`src/hw/pvsc_defs.vh`:
```
`ifndef PVSC_DEFS_VH
`define PVSC_DEFS_VH

// Register byte offsets
`define PVSC_OFF_CONTROL 12'h170
`define PVSC_OFF_MATCH 12'h174
`define PVSC_OFF_MASK 12'h178
`define PVSC_OFF_COMPARE 12'h17c
`define PVSC_OFF_EXCHANGE 12'h180
`define PVSC_OFF_STATUS 12'h1a0

// Control register fields
`define PVSC_KIND_LSB 0
`define PVSC_KIND_MSB 1
`define PVSC_SPACE_BIT 2
`define PVSC_CONTROL_RESET 3'h0
`define PVSC_WORD_RESET 32'h0000_0000

// Special kind encodings
`define PVSC_KIND_OFF 2'h0
`define PVSC_KIND_RMW 2'h1
`define PVSC_KIND_AO 2'h2
`define PVSC_KIND_RSVD 2'h3

// Space select encodings
`define PVSC_SPACE_MEM 1'b0
`define PVSC_SPACE_IO 1'b1

// Match compares address bits 31:2
`define PVSC_MATCH_LSB 2

// Status register fields
`define PVSC_STAT_BUSY 0
`define PVSC_STAT_SWAPPED 1
`define PVSC_STAT_MISMATCH 2

// VMEbus cycle kinds presented to the VME master
`define PVSC_VCYC_READ 2'h0
`define PVSC_VCYC_WRITE 2'h1
`define PVSC_VCYC_AO 2'h2

`endif

```
`src/hw/pvsc_merge.v`:
```
`timescale 1ns/1ns
// Masked compare and masked merge of one data word
module pvsc_merge #(
    parameter WIDTH = 32
) (
    input wire [WIDTH-1:0] read_data,
    input wire [WIDTH-1:0] bit_mask,
    input wire [WIDTH-1:0] compare_value,
    input wire [WIDTH-1:0] exchange_value,
    output wire all_equal,
    output wire [WIDTH-1:0] merged
);
    wire [WIDTH-1:0] differs;

    genvar i;
    generate
        for (i = 0; i < WIDTH; i = i + 1) begin : g_bit
            // Masked-off bits never count as a difference
            assign differs[i] = bit_mask[i] & (read_data[i] ^ compare_value[i]);
            // Masked-off bits keep what the slave returned
            assign merged[i] = bit_mask[i] ? exchange_value[i] : read_data[i];
        end
    endgenerate

    assign all_equal = ~|differs;
endmodule

```
`src/hw/pvsc_gen.v`:
```
`timescale 1ns/1ns
`include "pvsc_defs.vh"

module pvsc_gen #(
    parameter ADDR_WIDTH = 12
) (
    input wire pclk,
    input wire presetn,
    input wire psel,
    input wire penable,
    input wire pwrite,
    input wire [ADDR_WIDTH-1:0] paddr,
    input wire [31:0] pwdata,
    output reg [31:0] prdata,
    output reg pready,
    output reg pslverr,
    input wire pci_start,
    input wire [31:0] pci_addr,
    input wire pci_io,
    input wire pci_write,
    output reg pci_claim,
    output reg pci_no_ack64,
    output reg pci_done,
    output reg [31:0] pci_rdata,
    output reg vme_req,
    output reg [1:0] vme_cycle,
    output reg vme_lock,
    output reg [31:0] vme_addr,
    output reg [31:0] vme_wdata,
    input wire vme_ack,
    input wire [31:0] vme_rdata
);
    localparam ST_IDLE = 3'h0;
    localparam ST_AO = 3'h1;
    localparam ST_READ = 3'h2;
    localparam ST_CMP = 3'h3;
    localparam ST_WRITE = 3'h4;

    reg [2:0] control;
    reg [31:0] match_location;
    reg [31:0] bit_mask;
    reg [31:0] compare_value;
    reg [31:0] exchange_value;
    reg [2:0] state;
    reg [31:0] read_hold;
    reg last_swapped;
    reg last_mismatch;

    wire [1:0] special_kind;
    wire space_select;
    wire addr_equal;
    wire hit;
    wire rmw_go;
    wire ao_go;
    wire all_equal;
    wire [31:0] merged;
    wire setup;
    wire access_done;
    wire [11:0] offset;
    wire [ADDR_WIDTH+11:0] paddr_wide;
    wire [11:0] word_offset;
    wire refused;
    wire write_ok;
    wire busy;
    wire [31:0] status_word;
    reg mapped;
    reg [31:0] next_prdata;

    assign special_kind = control[`PVSC_KIND_MSB:`PVSC_KIND_LSB];
    assign space_select = control[`PVSC_SPACE_BIT];

    // Address-phase address against bits 31:2 only
    assign addr_equal = pci_addr[31:`PVSC_MATCH_LSB]
                        == match_location[31:`PVSC_MATCH_LSB];
    assign hit = addr_equal && (special_kind != `PVSC_KIND_OFF);
    // Reserved kind 11 starts no bus cycle, though a hit still withholds ACK64
    assign ao_go = hit && (special_kind == `PVSC_KIND_AO);
    // Space select is consulted only for read-modify-write
    assign rmw_go = hit && (special_kind == `PVSC_KIND_RMW) && !pci_write
                    && (pci_io == space_select);

    // Compare and merge act on the held read word, not on the live bus
    pvsc_merge #(
        .WIDTH(32)
    ) u_merge (
        .read_data(read_hold),
        .bit_mask(bit_mask),
        .compare_value(compare_value),
        .exchange_value(exchange_value),
        .all_equal(all_equal),
        .merged(merged)
    );

    always @(posedge pclk or negedge presetn) begin
        if (!presetn) begin
            state <= ST_IDLE;
            pci_claim <= 1'b0;
            pci_no_ack64 <= 1'b0;
            pci_done <= 1'b0;
            pci_rdata <= 32'h0000_0000;
            vme_req <= 1'b0;
            vme_cycle <= `PVSC_VCYC_READ;
            vme_lock <= 1'b0;
            vme_addr <= 32'h0000_0000;
            vme_wdata <= 32'h0000_0000;
            read_hold <= 32'h0000_0000;
            last_swapped <= 1'b0;
            last_mismatch <= 1'b0;
        end else begin
            pci_done <= 1'b0;
            // Starts seen outside idle are dropped; the PCI side has to retry them
            case (state)
                ST_IDLE: begin
                    // A match that is not claimed still withholds ACK64 for one cycle
                    pci_no_ack64 <= pci_start && hit;
                    if (pci_start && ao_go) begin
                        state <= ST_AO;
                        pci_claim <= 1'b1;
                        vme_req <= 1'b1;
                        vme_cycle <= `PVSC_VCYC_AO;
                        vme_addr <= {pci_addr[31:2], 2'b00};
                    end else if (pci_start && rmw_go) begin
                        state <= ST_READ;
                        pci_claim <= 1'b1;
                        vme_req <= 1'b1;
                        vme_cycle <= `PVSC_VCYC_READ;
                        vme_lock <= 1'b1;
                        vme_addr <= {pci_addr[31:2], 2'b00};
                    end
                end
                ST_AO: begin
                    if (vme_ack) begin
                        vme_req <= 1'b0;
                        state <= ST_IDLE;
                        pci_claim <= 1'b0;
                        pci_no_ack64 <= 1'b0;
                        pci_done <= 1'b1;
                        // Address-only carries no data, so PCI gets zero
                        pci_rdata <= 32'h0000_0000;
                    end
                end
                ST_READ: begin
                    if (vme_ack) begin
                        vme_req <= 1'b0;
                        // Held so compare and merge see one stable word
                        read_hold <= vme_rdata;
                        state <= ST_CMP;
                    end
                end
                ST_CMP: begin
                    // Live registers feed the compare; software must not change them now
                    if (all_equal) begin
                        // Lock stays up so the write-back is part of the same cycle
                        vme_req <= 1'b1;
                        vme_cycle <= `PVSC_VCYC_WRITE;
                        vme_wdata <= merged;
                        state <= ST_WRITE;
                    end else begin
                        vme_lock <= 1'b0;
                        state <= ST_IDLE;
                        pci_claim <= 1'b0;
                        pci_no_ack64 <= 1'b0;
                        pci_done <= 1'b1;
                        pci_rdata <= read_hold;
                        last_swapped <= 1'b0;
                        last_mismatch <= 1'b1;
                    end
                end
                ST_WRITE: begin
                    if (vme_ack) begin
                        vme_req <= 1'b0;
                        vme_lock <= 1'b0;
                        state <= ST_IDLE;
                        pci_claim <= 1'b0;
                        pci_no_ack64 <= 1'b0;
                        pci_done <= 1'b1;
                        // PCI sees the value found before the swap
                        pci_rdata <= read_hold;
                        last_swapped <= 1'b1;
                        last_mismatch <= 1'b0;
                    end
                end
                default: begin
                    state <= ST_IDLE;
                    pci_claim <= 1'b0;
                    pci_no_ack64 <= 1'b0;
                    vme_req <= 1'b0;
                    vme_lock <= 1'b0;
                end
            endcase
        end
    end

    // APB slave: read data and error are captured in the setup cycle so that
    // both come from flops; the access phase always completes in one cycle.
    assign setup = psel && !penable;
    assign access_done = psel && penable && pready;
    // Zero-extend first so any bus width still yields twelve offset bits
    assign paddr_wide = {12'h000, paddr};
    assign offset = paddr_wide[11:0];
    // Registers are whole words; the low bits only matter for the error check
    assign word_offset = {offset[11:2], 2'b00};
    // Unmapped offsets, unaligned writes and writes to status are refused
    assign refused = !mapped || (pwrite && offset[1:0] != 2'b00)
                     || (pwrite && word_offset == `PVSC_OFF_STATUS);
    // A refused write leaves every register untouched
    assign write_ok = access_done && pwrite && !pslverr;
    // Busy is the live state; the sticky flags have no software clear
    assign busy = state != ST_IDLE;
    assign status_word = {29'h0, last_mismatch, last_swapped, busy};

    // An unaligned read returns the enclosing word
    always @* begin
        mapped = 1'b1;
        next_prdata = 32'h0000_0000;
        case (word_offset)
            `PVSC_OFF_CONTROL: begin
                next_prdata = {29'h0, control};
            end
            `PVSC_OFF_MATCH: begin
                next_prdata = match_location;
            end
            `PVSC_OFF_MASK: begin
                next_prdata = bit_mask;
            end
            `PVSC_OFF_COMPARE: begin
                next_prdata = compare_value;
            end
            `PVSC_OFF_EXCHANGE: begin
                next_prdata = exchange_value;
            end
            `PVSC_OFF_STATUS: begin
                next_prdata = status_word;
            end
            default: begin
                mapped = 1'b0;
            end
        endcase
    end

    always @(posedge pclk or negedge presetn) begin
        if (!presetn) begin
            prdata <= 32'h0000_0000;
            pready <= 1'b0;
            pslverr <= 1'b0;
        end else begin
            pready <= setup;
            if (setup) begin
                prdata <= pwrite ? 32'h0000_0000 : next_prdata;
                pslverr <= refused;
            end else if (access_done) begin
                prdata <= 32'h0000_0000;
                pslverr <= 1'b0;
            end
        end
    end

    always @(posedge pclk or negedge presetn) begin
        if (!presetn) begin
            control <= `PVSC_CONTROL_RESET;
            match_location <= `PVSC_WORD_RESET;
            bit_mask <= `PVSC_WORD_RESET;
            compare_value <= `PVSC_WORD_RESET;
            exchange_value <= `PVSC_WORD_RESET;
        end else if (write_ok) begin
            case (word_offset)
                `PVSC_OFF_CONTROL: begin
                    control <= pwdata[2:0];
                end
                `PVSC_OFF_MATCH: begin
                    match_location <= pwdata;
                end
                `PVSC_OFF_MASK: begin
                    bit_mask <= pwdata;
                end
                `PVSC_OFF_COMPARE: begin
                    compare_value <= pwdata;
                end
                `PVSC_OFF_EXCHANGE: begin
                    exchange_value <= pwdata;
                end
                default: begin
                    control <= control;
                end
            endcase
        end
    end
endmodule

```
`config.mk`:
```
export PLATFORM = sky130hd
export DESIGN_NAME = pvsc_gen
export DESIGN_NICKNAME = d
export VERILOG_FILES = /design/src/hw/pvsc_merge.v /design/src/hw/pvsc_gen.v
export VERILOG_INCLUDE_DIRS = /design/src /design/src/hw
export SDC_FILE = /design/constraint.sdc
export NUM_CORES = 1
export LEC_CHECK = 0
export BUFFER_PORTS_ARGS = -buffer_cell sky130_fd_sc_hd__buf_2
export CORE_MARGIN = 2
export CORE_UTILIZATION = 60
export DETAILED_ROUTE_END_ITERATION = 10
export GPL_ROUTABILITY_DRIVEN = 0
export HOLD_SLACK_MARGIN = 0.05
export PLACE_DENSITY = 0.85
export SLEW_MARGIN = 30
export SYNTH_ARGS = -nofsm -noshare
export SYNTH_HDL_FRONTEND = slang
export SYNTH_HIERARCHICAL = 1
export SYNTH_SLANG_ARGS = --single-unit
```
`constraint.sdc`:
```
create_clock -name pclk -period 3.8 [get_ports pclk]
set_input_delay 0.95 -clock pclk [delete_from_list [all_inputs] [get_ports pclk]]
set_output_delay 0.95 -clock pclk [all_outputs]
set_load 0.02 [all_outputs]
```
# == Word-level counts from Yosys, hierarchy flattened ==
# Cells that the tools add are included.
# totals
output_inout_bits,137
input_bits,117
regBits,305
wordCells,235
# op_classes
eq_ne,24
bitwise,67
reduce_logical,51
mux,72
# ops
operator,n
2-to-1 mux 32 bit,8
case mux 32 bit (6 select lines),1
case mux 32 bit (3 select lines),1
== test 10 x 7 -> 1 bit (second input constant),6
2-to-1 mux 1 bit,45
bitwise AND 1 bit,32
OR reduction 32 bit,1
XOR 1 bit,32
== test 30 bit,1
AND reduction 2 bit,8
logical AND 1 bit,15
2-to-1 mux 3 bit,5
AND reduction 3 bit,5
!= test 2 bit (second input constant),6
case mux 1 bit (4 select lines),3
case mux 3 bit (4 select lines),1
nonzero test 2 bit,6
AND reduction 4 bit,2
== test 3 x 2 -> 1 bit (second input constant),2
2-to-1 mux 2 bit,3
!= test 2 x 1 -> 1 bit (second input constant),3
case mux 1 bit (2 select lines),3
nonzero test 3 bit,2
OR reduction 6 bit,1
other kinds (15),22

# == Longest topological paths before layout ==
# Gate-level depths: netlist of the first run.
# depth
depth_word,9
ltp_mapped,10
depth_no_buf,9

# == By module ==
# Netlist of the first run, hierarchy kept.
# by_module_without_submodules
module,cells_each,n_inst,area_each_um2,seq_area_each_um2
pvsc_gen,968,1,12887.4,7582.3
pvsc_merge,85,1,803.3,0.0

# == Worst setup path before layout of the first run ==
# No wires, ideal clock.
# synth_timing
path_kind,input to register
from,input paddr[11]
to,register match_location[10]
cell_stages,5
t_required_ns,3.675
n_path_buf,1
t_arrival_ns,2.562
slack_ns,1.113
setup_time_ns,0.125
cell_sequence,or2_1 or4_4 nor3_4 buf_6 mux2_2
# synth_via
elab_chain_len,2
# synth_rtl
item,line_no,text
start: declaration,pvsc_gen.v:12,"input wire [ADDR_WIDTH-1:0] paddr,"
== test 10 x 7 -> 1 bit,pvsc_gen.v:266,case (word_offset)
AND reduction 2 bit (no source line),n/a,
end signal: assignment,pvsc_gen.v:261,match_location <= `PVSC_WORD_RESET;
end signal: assignment,pvsc_gen.v:271,match_location <= pwdata;
end: declaration,pvsc_gen.v:40,reg [31:0] match_location;
# No other way between the ends.
# A chain may end at the register's enable or synchronous reset.

# == Final worst setup path of the first run ==
# layout_timing
from,register read_hold[7]
to,register pci_rdata[5]
# layout_via
elab_chain_len,5
# layout_rtl
item,line_no,text
start: declaration,pvsc_gen.v:45,reg [31:0] read_hold;
start signal: assignment,pvsc_gen.v:146,read_hold <= vme_rdata;
XOR 1 bit,pvsc_merge.v:19,assign differs[i] = bit_mask[i] & (read_data[i] ^ compare_value[i]);
bitwise AND 1 bit,pvsc_merge.v:19,
OR reduction 32 bit,pvsc_merge.v:25,assign all_equal = ~|differs;
!= test 2 x 1 -> 1 bit (no source line),n/a,
AND reduction 4 bit (no source line),n/a,
end signal: assignment,pvsc_gen.v:164,pci_rdata <= read_hold;
end signal: assignment,pvsc_gen.v:178,pci_rdata <= read_hold;
end: declaration,pvsc_gen.v:24,"output reg [31:0] pci_rdata,"
# No other way between the ends.

==> results of run 1 <==
==> metal layers <==
metal / global-route usage, % / up-vias / part of all wire [%]
met5: 0 / - / 0.033
met4: 14.2 / 2 / 4.2
met3: 7.13 / 123 / 9.4
met2: 52.0 / 546 / 47
met1: 44.9 / 5104 / 39
li1: - / 4352 / -
==> flip-flops by register name (all words and copies together), names as in the netlist, 30 cells and up <==
register and flops:
prdata 32, match_location 32, compare_value 32, pci_rdata 32
exchange_value 32, read_hold 32, vme_wdata 32, vme_addr 30
bit_mask 32
==> metrics by stage <==
stage / total power [mW] / area, sq um / std cells / hold WS (ns) / worst slack (ns)
after floorplan: 3.35 / 13700 / 1054 / 0.474 / 1.11
after global placement: 3.53 / 15400 / 1561 / 0.456 / 0.661
after CTS: 6.38 / 16300 / 1615 / 0.389 / 0.853
after detailed placement: 3.53 / 15400 / 1561 / 0.465 / 0.602
after global routing: 6.56 / 16300 / 1618 / 0.390 / 0.696
final: 6.36 / 16300 / 1619 / 0.330 / 0.812
==> Yosys cell counts, types with 3 or more instances <==
cell type  count  area [sq um]
nor4_1         7          43.8
mux2_2       217          2440
inv_1          9          33.8
o21a_1         3          22.5
clkbuf_1      25          93.8
a22oi_1       38           285
xnor2_1        4          35.0
mux2i_1        3          30.0
dfrtp_1      303          7580
nand4_1        9          56.3
a221o_1        7          70.1
nor2_1        24          90.1
o21ai_0       70           350
nand2_1       94           353
mux2_1        24           270
xor2_1        59           517
nand3_1        4          20.0
a222oi_1      23           230
nor4_2         4          50.1
a21oi_1       13          65.1
nor3_1         3          15.0
buf_6          6          67.6
buf_4          3          22.5
mux2_4        30           450
nand2b_1       6          37.5
buf_2         23           115
or3_1          3          18.8
==> cell families after synthesis <==
| kind of cell | Yosys count | share of synthesized area [%] |
|---|---|---|
| AO/OA/AOI/OAI | 169 | 8.35 |
| XOR/XNOR | 63 | 4.03 |
| buffers and inverters | 67 | 2.46 |
| flip-flops | 303 | 55.4 |
| multiplexers | 274 | 23.3 |
| other | 1 | 0.0274 |
| AND/OR/NAND/NOR | 176 | 6.42 |
==> cells in the final DEF, fill, tap and decap left out, types with 3 or more instances in the layout <==
master and instances:
dfrtp_1 303, buf_2 248, mux2_2 217, nand2_1 93, o21ai_0 70, xor2_1 59, a22oi_1 38, clkbuf_16 31
mux2_4 30, buf_4 25, mux2_1 24, a222oi_1 23, nor2_1 22, a21oi_1 13, inv_1 9, nand4_1 9
clkbuf_8 8, clkbuf_1 8, a221o_1 7, nor4_1 7, nand2b_1 6, buf_12 6, diode_2 4, nor3_4 4
nand3_1 4, xnor2_1 4, clkinv_2 4, nor4_2 3, mux2i_1 3, o21a_1 3
==> power by group through the flow <==
stage / clock network (mW) / registers (mW) / logic [mW]
finish: 2.89 / 3.23 / 0.243
global route: 3.06 / 3.23 / 0.266
CTS: 2.91 / 3.23 / 0.243
detailed placement: 0 / 3.29 / 0.241
global placement: 0 / 3.29 / 0.235
floorplan: 0 / 3.29 / 0.0514
==> layout make-up <==
cell class / instances / area, sq um / share of cell area (%)
diodes: 4 / 10.0 / 0.0612
well taps: 285 / 357 / 2.18
repair buffers: 280 / 1560 / 9.57
clock inverters: 7 / 43.8 / 0.268
flip-flops and latches: 303 / 7580 / 46.4
multi-input cells: 684 / 5840 / 35.7
clock buffers: 47 / 916 / 5.60
inverters: 9 / 33.8 / 0.207
==> worst reg2reg max path, cell delays in order (launching register included) <==
cell and delay, ns:
dfrtp_1 0.44, xor2_1 0.18, a22oi_1 0.42, nand4_1 0.24, nor4_2 0.29, buf_4 0.20
nand2_1 0.10, a32oi_4 0.30, buf_4 0.45, o21ai_0 0.24
==> final timing paths <==
path	depth (start not counted)	endpoint	startpoint	slack, ns
worst max-delay path	9	pci_rdata[5]$_DFFE_PN0P_	read_hold[7]$_DFFE_PN0P_	0.81
worst min-delay path	1	vme_addr[3]$_DFFE_PN0P_	presetn	0.33
worst max register to register	9	pci_rdata[5]$_DFFE_PN0P_	read_hold[7]$_DFFE_PN0P_	0.81
worst min register to register	2	pci_rdata[7]$_DFFE_PN0P_	pci_rdata[7]$_DFFE_PN0P_	0.47
max in group asynchronous	2	exchange_value[28]$_DFFE_PN0P_	presetn	2.61
min in group pclk	2	pci_rdata[7]$_DFFE_PN0P_	pci_rdata[7]$_DFFE_PN0P_	0.47
==> key figures, run 1 <==
Global routing
  – GRT Util Overall: 33.0%
  – Vias in the first global route: 10400
  – Global-route wire length before repair: 60300 microns
  – Grt ovf: 0
  – Largest net degree at the start of global routing: 83
  – Initial antenna violation count: 4

STA
  – Slew Limit Fails: 0
  – Final hold viol count: 0
  – Tcrit/Tclk final: 78.6%
  – RSZ-0062 raised after global routing: false
  – Setup violators final: 0
  – Clock skew: 0.0212 ns
  – Final setup TNS: 0 ns
  – Fmax: 0.335 GHz
  – Worst slew pin tran: 0.835 ns
  – Slew headroom: 44.3%
  – Tmin final: 2.99 ns

Clock network
  – Cts bufs inserted: 31
  – Clock Path Buffers: 3
  – Reg clk slew, reported paths: 0.06 ns
  – H-tree depth: 1
  – Post-CTS setup buffers: 0
  – CTS tree: yes
  – Clk root buf: clkbuf_16
  – Post-cts resize count: 0
  – Clock sink count: 303
  – Clk Latency, worst-skew pair: 0.56 ns
  – Hold Buf Count CTS: 0

Die
  – Die Height: 155 microns
  – Die width: 155 microns
  – Starting Density: 60.8%
  – Core area: 22500 sq um
  – Rows: 55
  – I/O pins: 254
  – Die Area: 24000 sq um

Worst setup path
  – Crit-path most repeated cell: buf_4
  – CP required: 4.22 ns
  – CP endpoint kind: register
  – CP Buf/Inv Count: 2
  – CP max FO: 49
  – Cell family with most CP delay: compound AO/OA/AOI/OAI gates
  – Crit path launch type: register
  – CP max stage delay: 0.45 ns
  – Setup CP Type: reg2reg
  – Slowest cell on the critical path: buf_4
  – Critical path cell sequence: xor2_1 -> a22oi_1 -> nand4_1 -> nor4_2 -> buf_4 -> nand2_1 -> a32oi_4 -> buf_4 -> o21ai_0
  – Worst path arrival time: 3.41 ns

Outcome
  – Status: complete, no violations

Pwr
  – Comb pwr share: 3.8%
  – Pwr dens: 389 nW/um^2
  – Net Switching: 1.41 mW
  – Leakage power: 8.70 nW
  – Sequential Power Share: 50.8%
  – Switching Share: 22.2%
  – Internal: 4.95 mW
  – Clk network pwr share: 45.4%
  – Peak supply drop: 0.380 mV

Route
  – Iter 0 DRT Violations: 1009
  – Avg WL per Cell: 24.5 microns
  – Vias: 10100
  – Vias per cell: 6.26
  – Residual DRC: 0
  – Total detailed-routing wirelength: 39700 microns
  – DRT Pass-1 Iters: 6
  – DRT antenna net count: 0

Yosys
  – Yosys synthesis warning count: 6
  – EDFF count, synth: 0
  – Yosys cell types: 55
  – Mean post-synth cell area: 13.0 sq um
  – Post-Synthesis Cell Area: 13700 sq um
  – Register area share after synthesis: 55.4%
  – FFs w/ async S/R, synth: 100%
  – Ys flop type: dfrtp_1
  – Synth Register Bits: 303
  – Synth Instances: 1053

Finish
  – Nets: 1426
  – Area delta synth->final: 19.4%
  – Share of layout cells above drive strength 1: 44.7%
  – Fin util: 72.6%
  – # fillers: 1499

Job
  – Max-Cap Viols: 0

Worst hold path
  – Tightest Hold Check Type: in2async

Placed design
  – IO Port Bufs: 249
  – Post-DP HPWL: 27300 microns
No activity file was read; power rests on OpenSTA's default activity.
==> inputs of run 2 (changes only) <==
--- a/config.mk
+++ b/config.mk
@@ -6,13 +6,14 @@
 export SDC_FILE = /design/constraint.sdc
 export NUM_CORES = 1
 export LEC_CHECK = 0
+export ABC_AREA = 1
 export BUFFER_PORTS_ARGS = -buffer_cell sky130_fd_sc_hd__buf_2
 export CORE_MARGIN = 2
-export CORE_UTILIZATION = 60
+export CORE_UTILIZATION = 51
 export DETAILED_ROUTE_END_ITERATION = 10
 export GPL_ROUTABILITY_DRIVEN = 0
 export HOLD_SLACK_MARGIN = 0.05
-export PLACE_DENSITY = 0.85
+export PLACE_DENSITY = 0.77
 export SLEW_MARGIN = 30
 export SYNTH_ARGS = -nofsm -noshare
 export SYNTH_HDL_FRONTEND = slang
==> constraint.sdc (replaced) <==
create_clock -name pclk -period 2.5 [get_ports pclk]
set_input_delay 0.625 -clock pclk [delete_from_list [all_inputs] [get_ports pclk]]
set_output_delay 0.625 -clock pclk [all_outputs]
set_load 0.02 [all_outputs]
==> key figures, run 2 <==
Outcome
  – Status: complete, no violations

Route
  – Total detailed-routing wirelength: 43300 microns
  – DRT antenna net count: 0
  – DRT Pass-1 Iters: 6
  – Residual DRC: 0
  – Vias per cell: 5.29
  – Vias: 13000
  – Avg WL per Cell: 17.7 microns
  – Iter 0 DRT Violations: 1352

Clock network
  – Clk Latency, worst-skew pair: 0.51 ns
  – CTS tree: yes
  – Reg clk slew, reported paths: 0.06 ns
  – Clock Path Buffers: 3
  – H-tree depth: 2
  – Clock sink count: 303
  – Cts bufs inserted: 35
  – Clk root buf: clkbuf_16
  – Hold Buf Count CTS: 0

Yosys
  – Synth area leaders: dfrtp_1 (52%), nand2_1 (18%), inv_1 (4.7%), o21ai_0 (4.4%), mux2_2 (3.3%)
  – Synth Instances: 1785
  – Compound-cell area share of the yosys netlist: 10.8%
  – Ys flop type: dfrtp_1
  – EDFF count, synth: 0
  – Mean post-synth cell area: 8.10 sq um
  – FFs w/ async S/R, synth: 100%
  – Commonest cells post-synth: nand2_1 (705), dfrtp_1 (303), inv_1 (181)
  – Post-Synth XOR/XNOR Area: 0.182%
  – Simple-gate share of the synthesized area: 24.8%
  – Main combinational cell family by area after synthesis: simple AND/OR/NAND/NOR gates
  – Synth Register Bits: 303
  – Register area share after synthesis: 52.4%
  – Most frequent cell after synthesis: nand2_1
  – Synth area leader: dfrtp_1
  – Adder-cell share of the synthesized area: 0%
  – Yosys cell types: 38
  – Post-synthesis mux area share: 4.21%
  – Share of the synthesized area in the top cell type: 52.4%
  – Post-Synthesis Cell Area: 14500 sq um
  – Yosys synthesis warning count: 6

Worst setup path
  – CP endpoint kind: register
  – Worst path arrival time: 2.67 ns
  – CP required: 2.88 ns
  – CP max FO: 6
  – Worst R2R Start: read_hold[24]$_DFFE_PN0P_
  – Setup CP Type: reg2reg
  – Worst Setup SP: read_hold[24]$_DFFE_PN0P_
  – Crit path launch type: register

Finish
  – Commonest non-fill, non-tap cells in the layout: nand2_1 (705), dfrtp_1 (303), buf_2 (248)
  – Commonest non-fill, non-tap cell in the layout: nand2_1
  – Area delta synth->final: 21.6%
  – Multi-input logic area: 5820 sq um
  – Fin util: 63.1%
  – # fillers: 2389
  – Nets: 2166
  – Share of layout cells above drive strength 1: 22.2%
  – Storage cell area: 7580 sq um

Pwr
  – Peak supply drop: 0.693 mV
  – Internal: 10.2 mW
  – Net Switching: 4.93 mW
  – Pwr dens: 863 nW/um^2
  – Comb pwr share: 23.5%
  – Clk network pwr share: 34.5%
  – Sequential Power Share: 42.0%
  – Leakage power: 9.17 nW
  – Switching Share: 32.5%

Placed design
  – Post-DP HPWL: 30400 microns
  – IO Port Bufs: 249

STA
  – Worst slew pin tran: 0.707 ns
  – Fmax: 0.437 GHz
  – Setup violators final: 0
  – Slew Limit Fails: 0
  – Tmin final: 2.29 ns
  – RSZ-0062 raised after global routing: false
  – Slew headroom: 52.9%
  – Final setup TNS: 0 ns
  – Clock skew: 0.0193 ns
  – Final hold viol count: 0
  – Tcrit/Tclk final: 91.6%

Die
  – Starting Density: 51.9%
  – Rows: 61
  – I/O pins: 254
  – Die width: 172 microns
  – Core area: 27900 sq um
  – Die Height: 172 microns
  – Die Area: 29700 sq um

Global routing
  – Vias in the first global route: 12300
  – Grt ovf: 0
  – Initial antenna violation count: 1
  – Largest net degree at the start of global routing: 66
  – Global-route wire length before repair: 65600 microns
  – GRT Util Overall: 29.0%

Worst hold path
  – Tightest Hold Check Type: in2async

Job
  – Max-Cap Viols: 0
-- run 2: cell types whose count changed in the layout (fill, tap and decap cells not counted), sizes merged, moves of 23 or more --
cell / delta
nand3: +49
a222oi: -23
nand2: +617
mux2: -217
nor2: +91
inv: +185
o21ai: +152
a22oi: -39
xor2: -58
-- run 2: final timing paths --
check / cells past startpoint / slack (ns) / to
max in group asynchronous: 2 / 1.70 / match_location[4]$_DFFE_PN0P_
setup reg to reg: 16 / 0.21 / vme_lock$_DFFE_PN0P_
hold / removal: 1 / 0.08 / pci_rdata[9]$_DFFE_PN0P_
setup / recovery: 16 / 0.21 / vme_lock$_DFFE_PN0P_
hold reg to reg: 2 / 0.46 / vme_wdata[1]$_DFFE_PN0P_
min in group pclk: 2 / 0.34 / read_hold[19]$_DFFE_PN0P_
-- run 2: worst max-delay path, stage by stage, from the launching register on --
cell and delay (ns):
dfrtp_1 0.49, inv_1 0.13, nand2_1 0.06, nand3_1 0.06, nand2_1 0.06, inv_1 0.05
nand2_1 0.08, nor2_1 0.18, nand2_1 0.09, nor2_2 0.15, inv_1 0.09, nor2_4 0.21
inv_2 0.08, nand2_1 0.09, nor3_1 0.08, a21oi_1 0.19, a21oi_1 0.06
-- run 2: cell families after synthesis --
logic type | count (synthesis)
and+or+nand+nor | 896
DFF | 303
AOI/OAI and AO/OA | 264
buffers and inverters | 264
muxes | 54
xor gates and xnor gates | 3
other | 1
-- run 2: stage by stage --
stage / total power [mW] / setup slack [ns] / cell area, sq um / cells / hold WS, ns
after global routing: 15.9 / 0.0308 / 17600 / 2451 / 0.116
final: 15.2 / 0.210 / 17600 / 2453 / 0.0847
after global placement: 9.81 / 0.174 / 16400 / 2388 / 0.451
after detailed placement: 9.91 / 0.122 / 16400 / 2388 / 0.455
after floorplan: 8.30 / 0.665 / 14500 / 1786 / 0.329
after CTS: 15.2 / 0.110 / 17500 / 2448 / 0.0959
-- run 2: power groups by stage --
stage | combinational, mW | sequential, mW | clock (mW)
detailed placement | 3.50 | 6.40 | 0
finish | 3.57 | 6.37 | 5.23
CTS | 3.53 | 6.34 | 5.29
global placement | 3.43 | 6.38 | 0
floorplan | 1.55 | 6.75 | 0
global route | 3.94 | 6.43 | 5.51
-- run 2: timing repair --
action / 4_1_cts / 5_1_grt
buffers inserted: 0 / 1
resized for setup: 0 / 3
endpoints found under the setup margin: 0 / 60
hold endpoints to repair: 0 / 0
-- run 2: cell type report --
class | count | share of cell area, %
diodes | 3 | 0.0427
clock buffers | 52 | 6.04
clock inverters | 8 | 0.655
inverters | 195 | 4.16
multi-input cells | 1220 | 33.1
flip-flops and latches | 303 | 43.1
well taps | 378 | 2.69
repair buffers | 294 | 10.2
-- run 2: layer usage --
layer	GRT usage [%]	routed length, microns	part of all wire [%]
met1	41.7	18800	43
met2	42.4	18500	43
met3	6.11	4370	10
met4	12.5	1660	3.8
met5	0	0	0
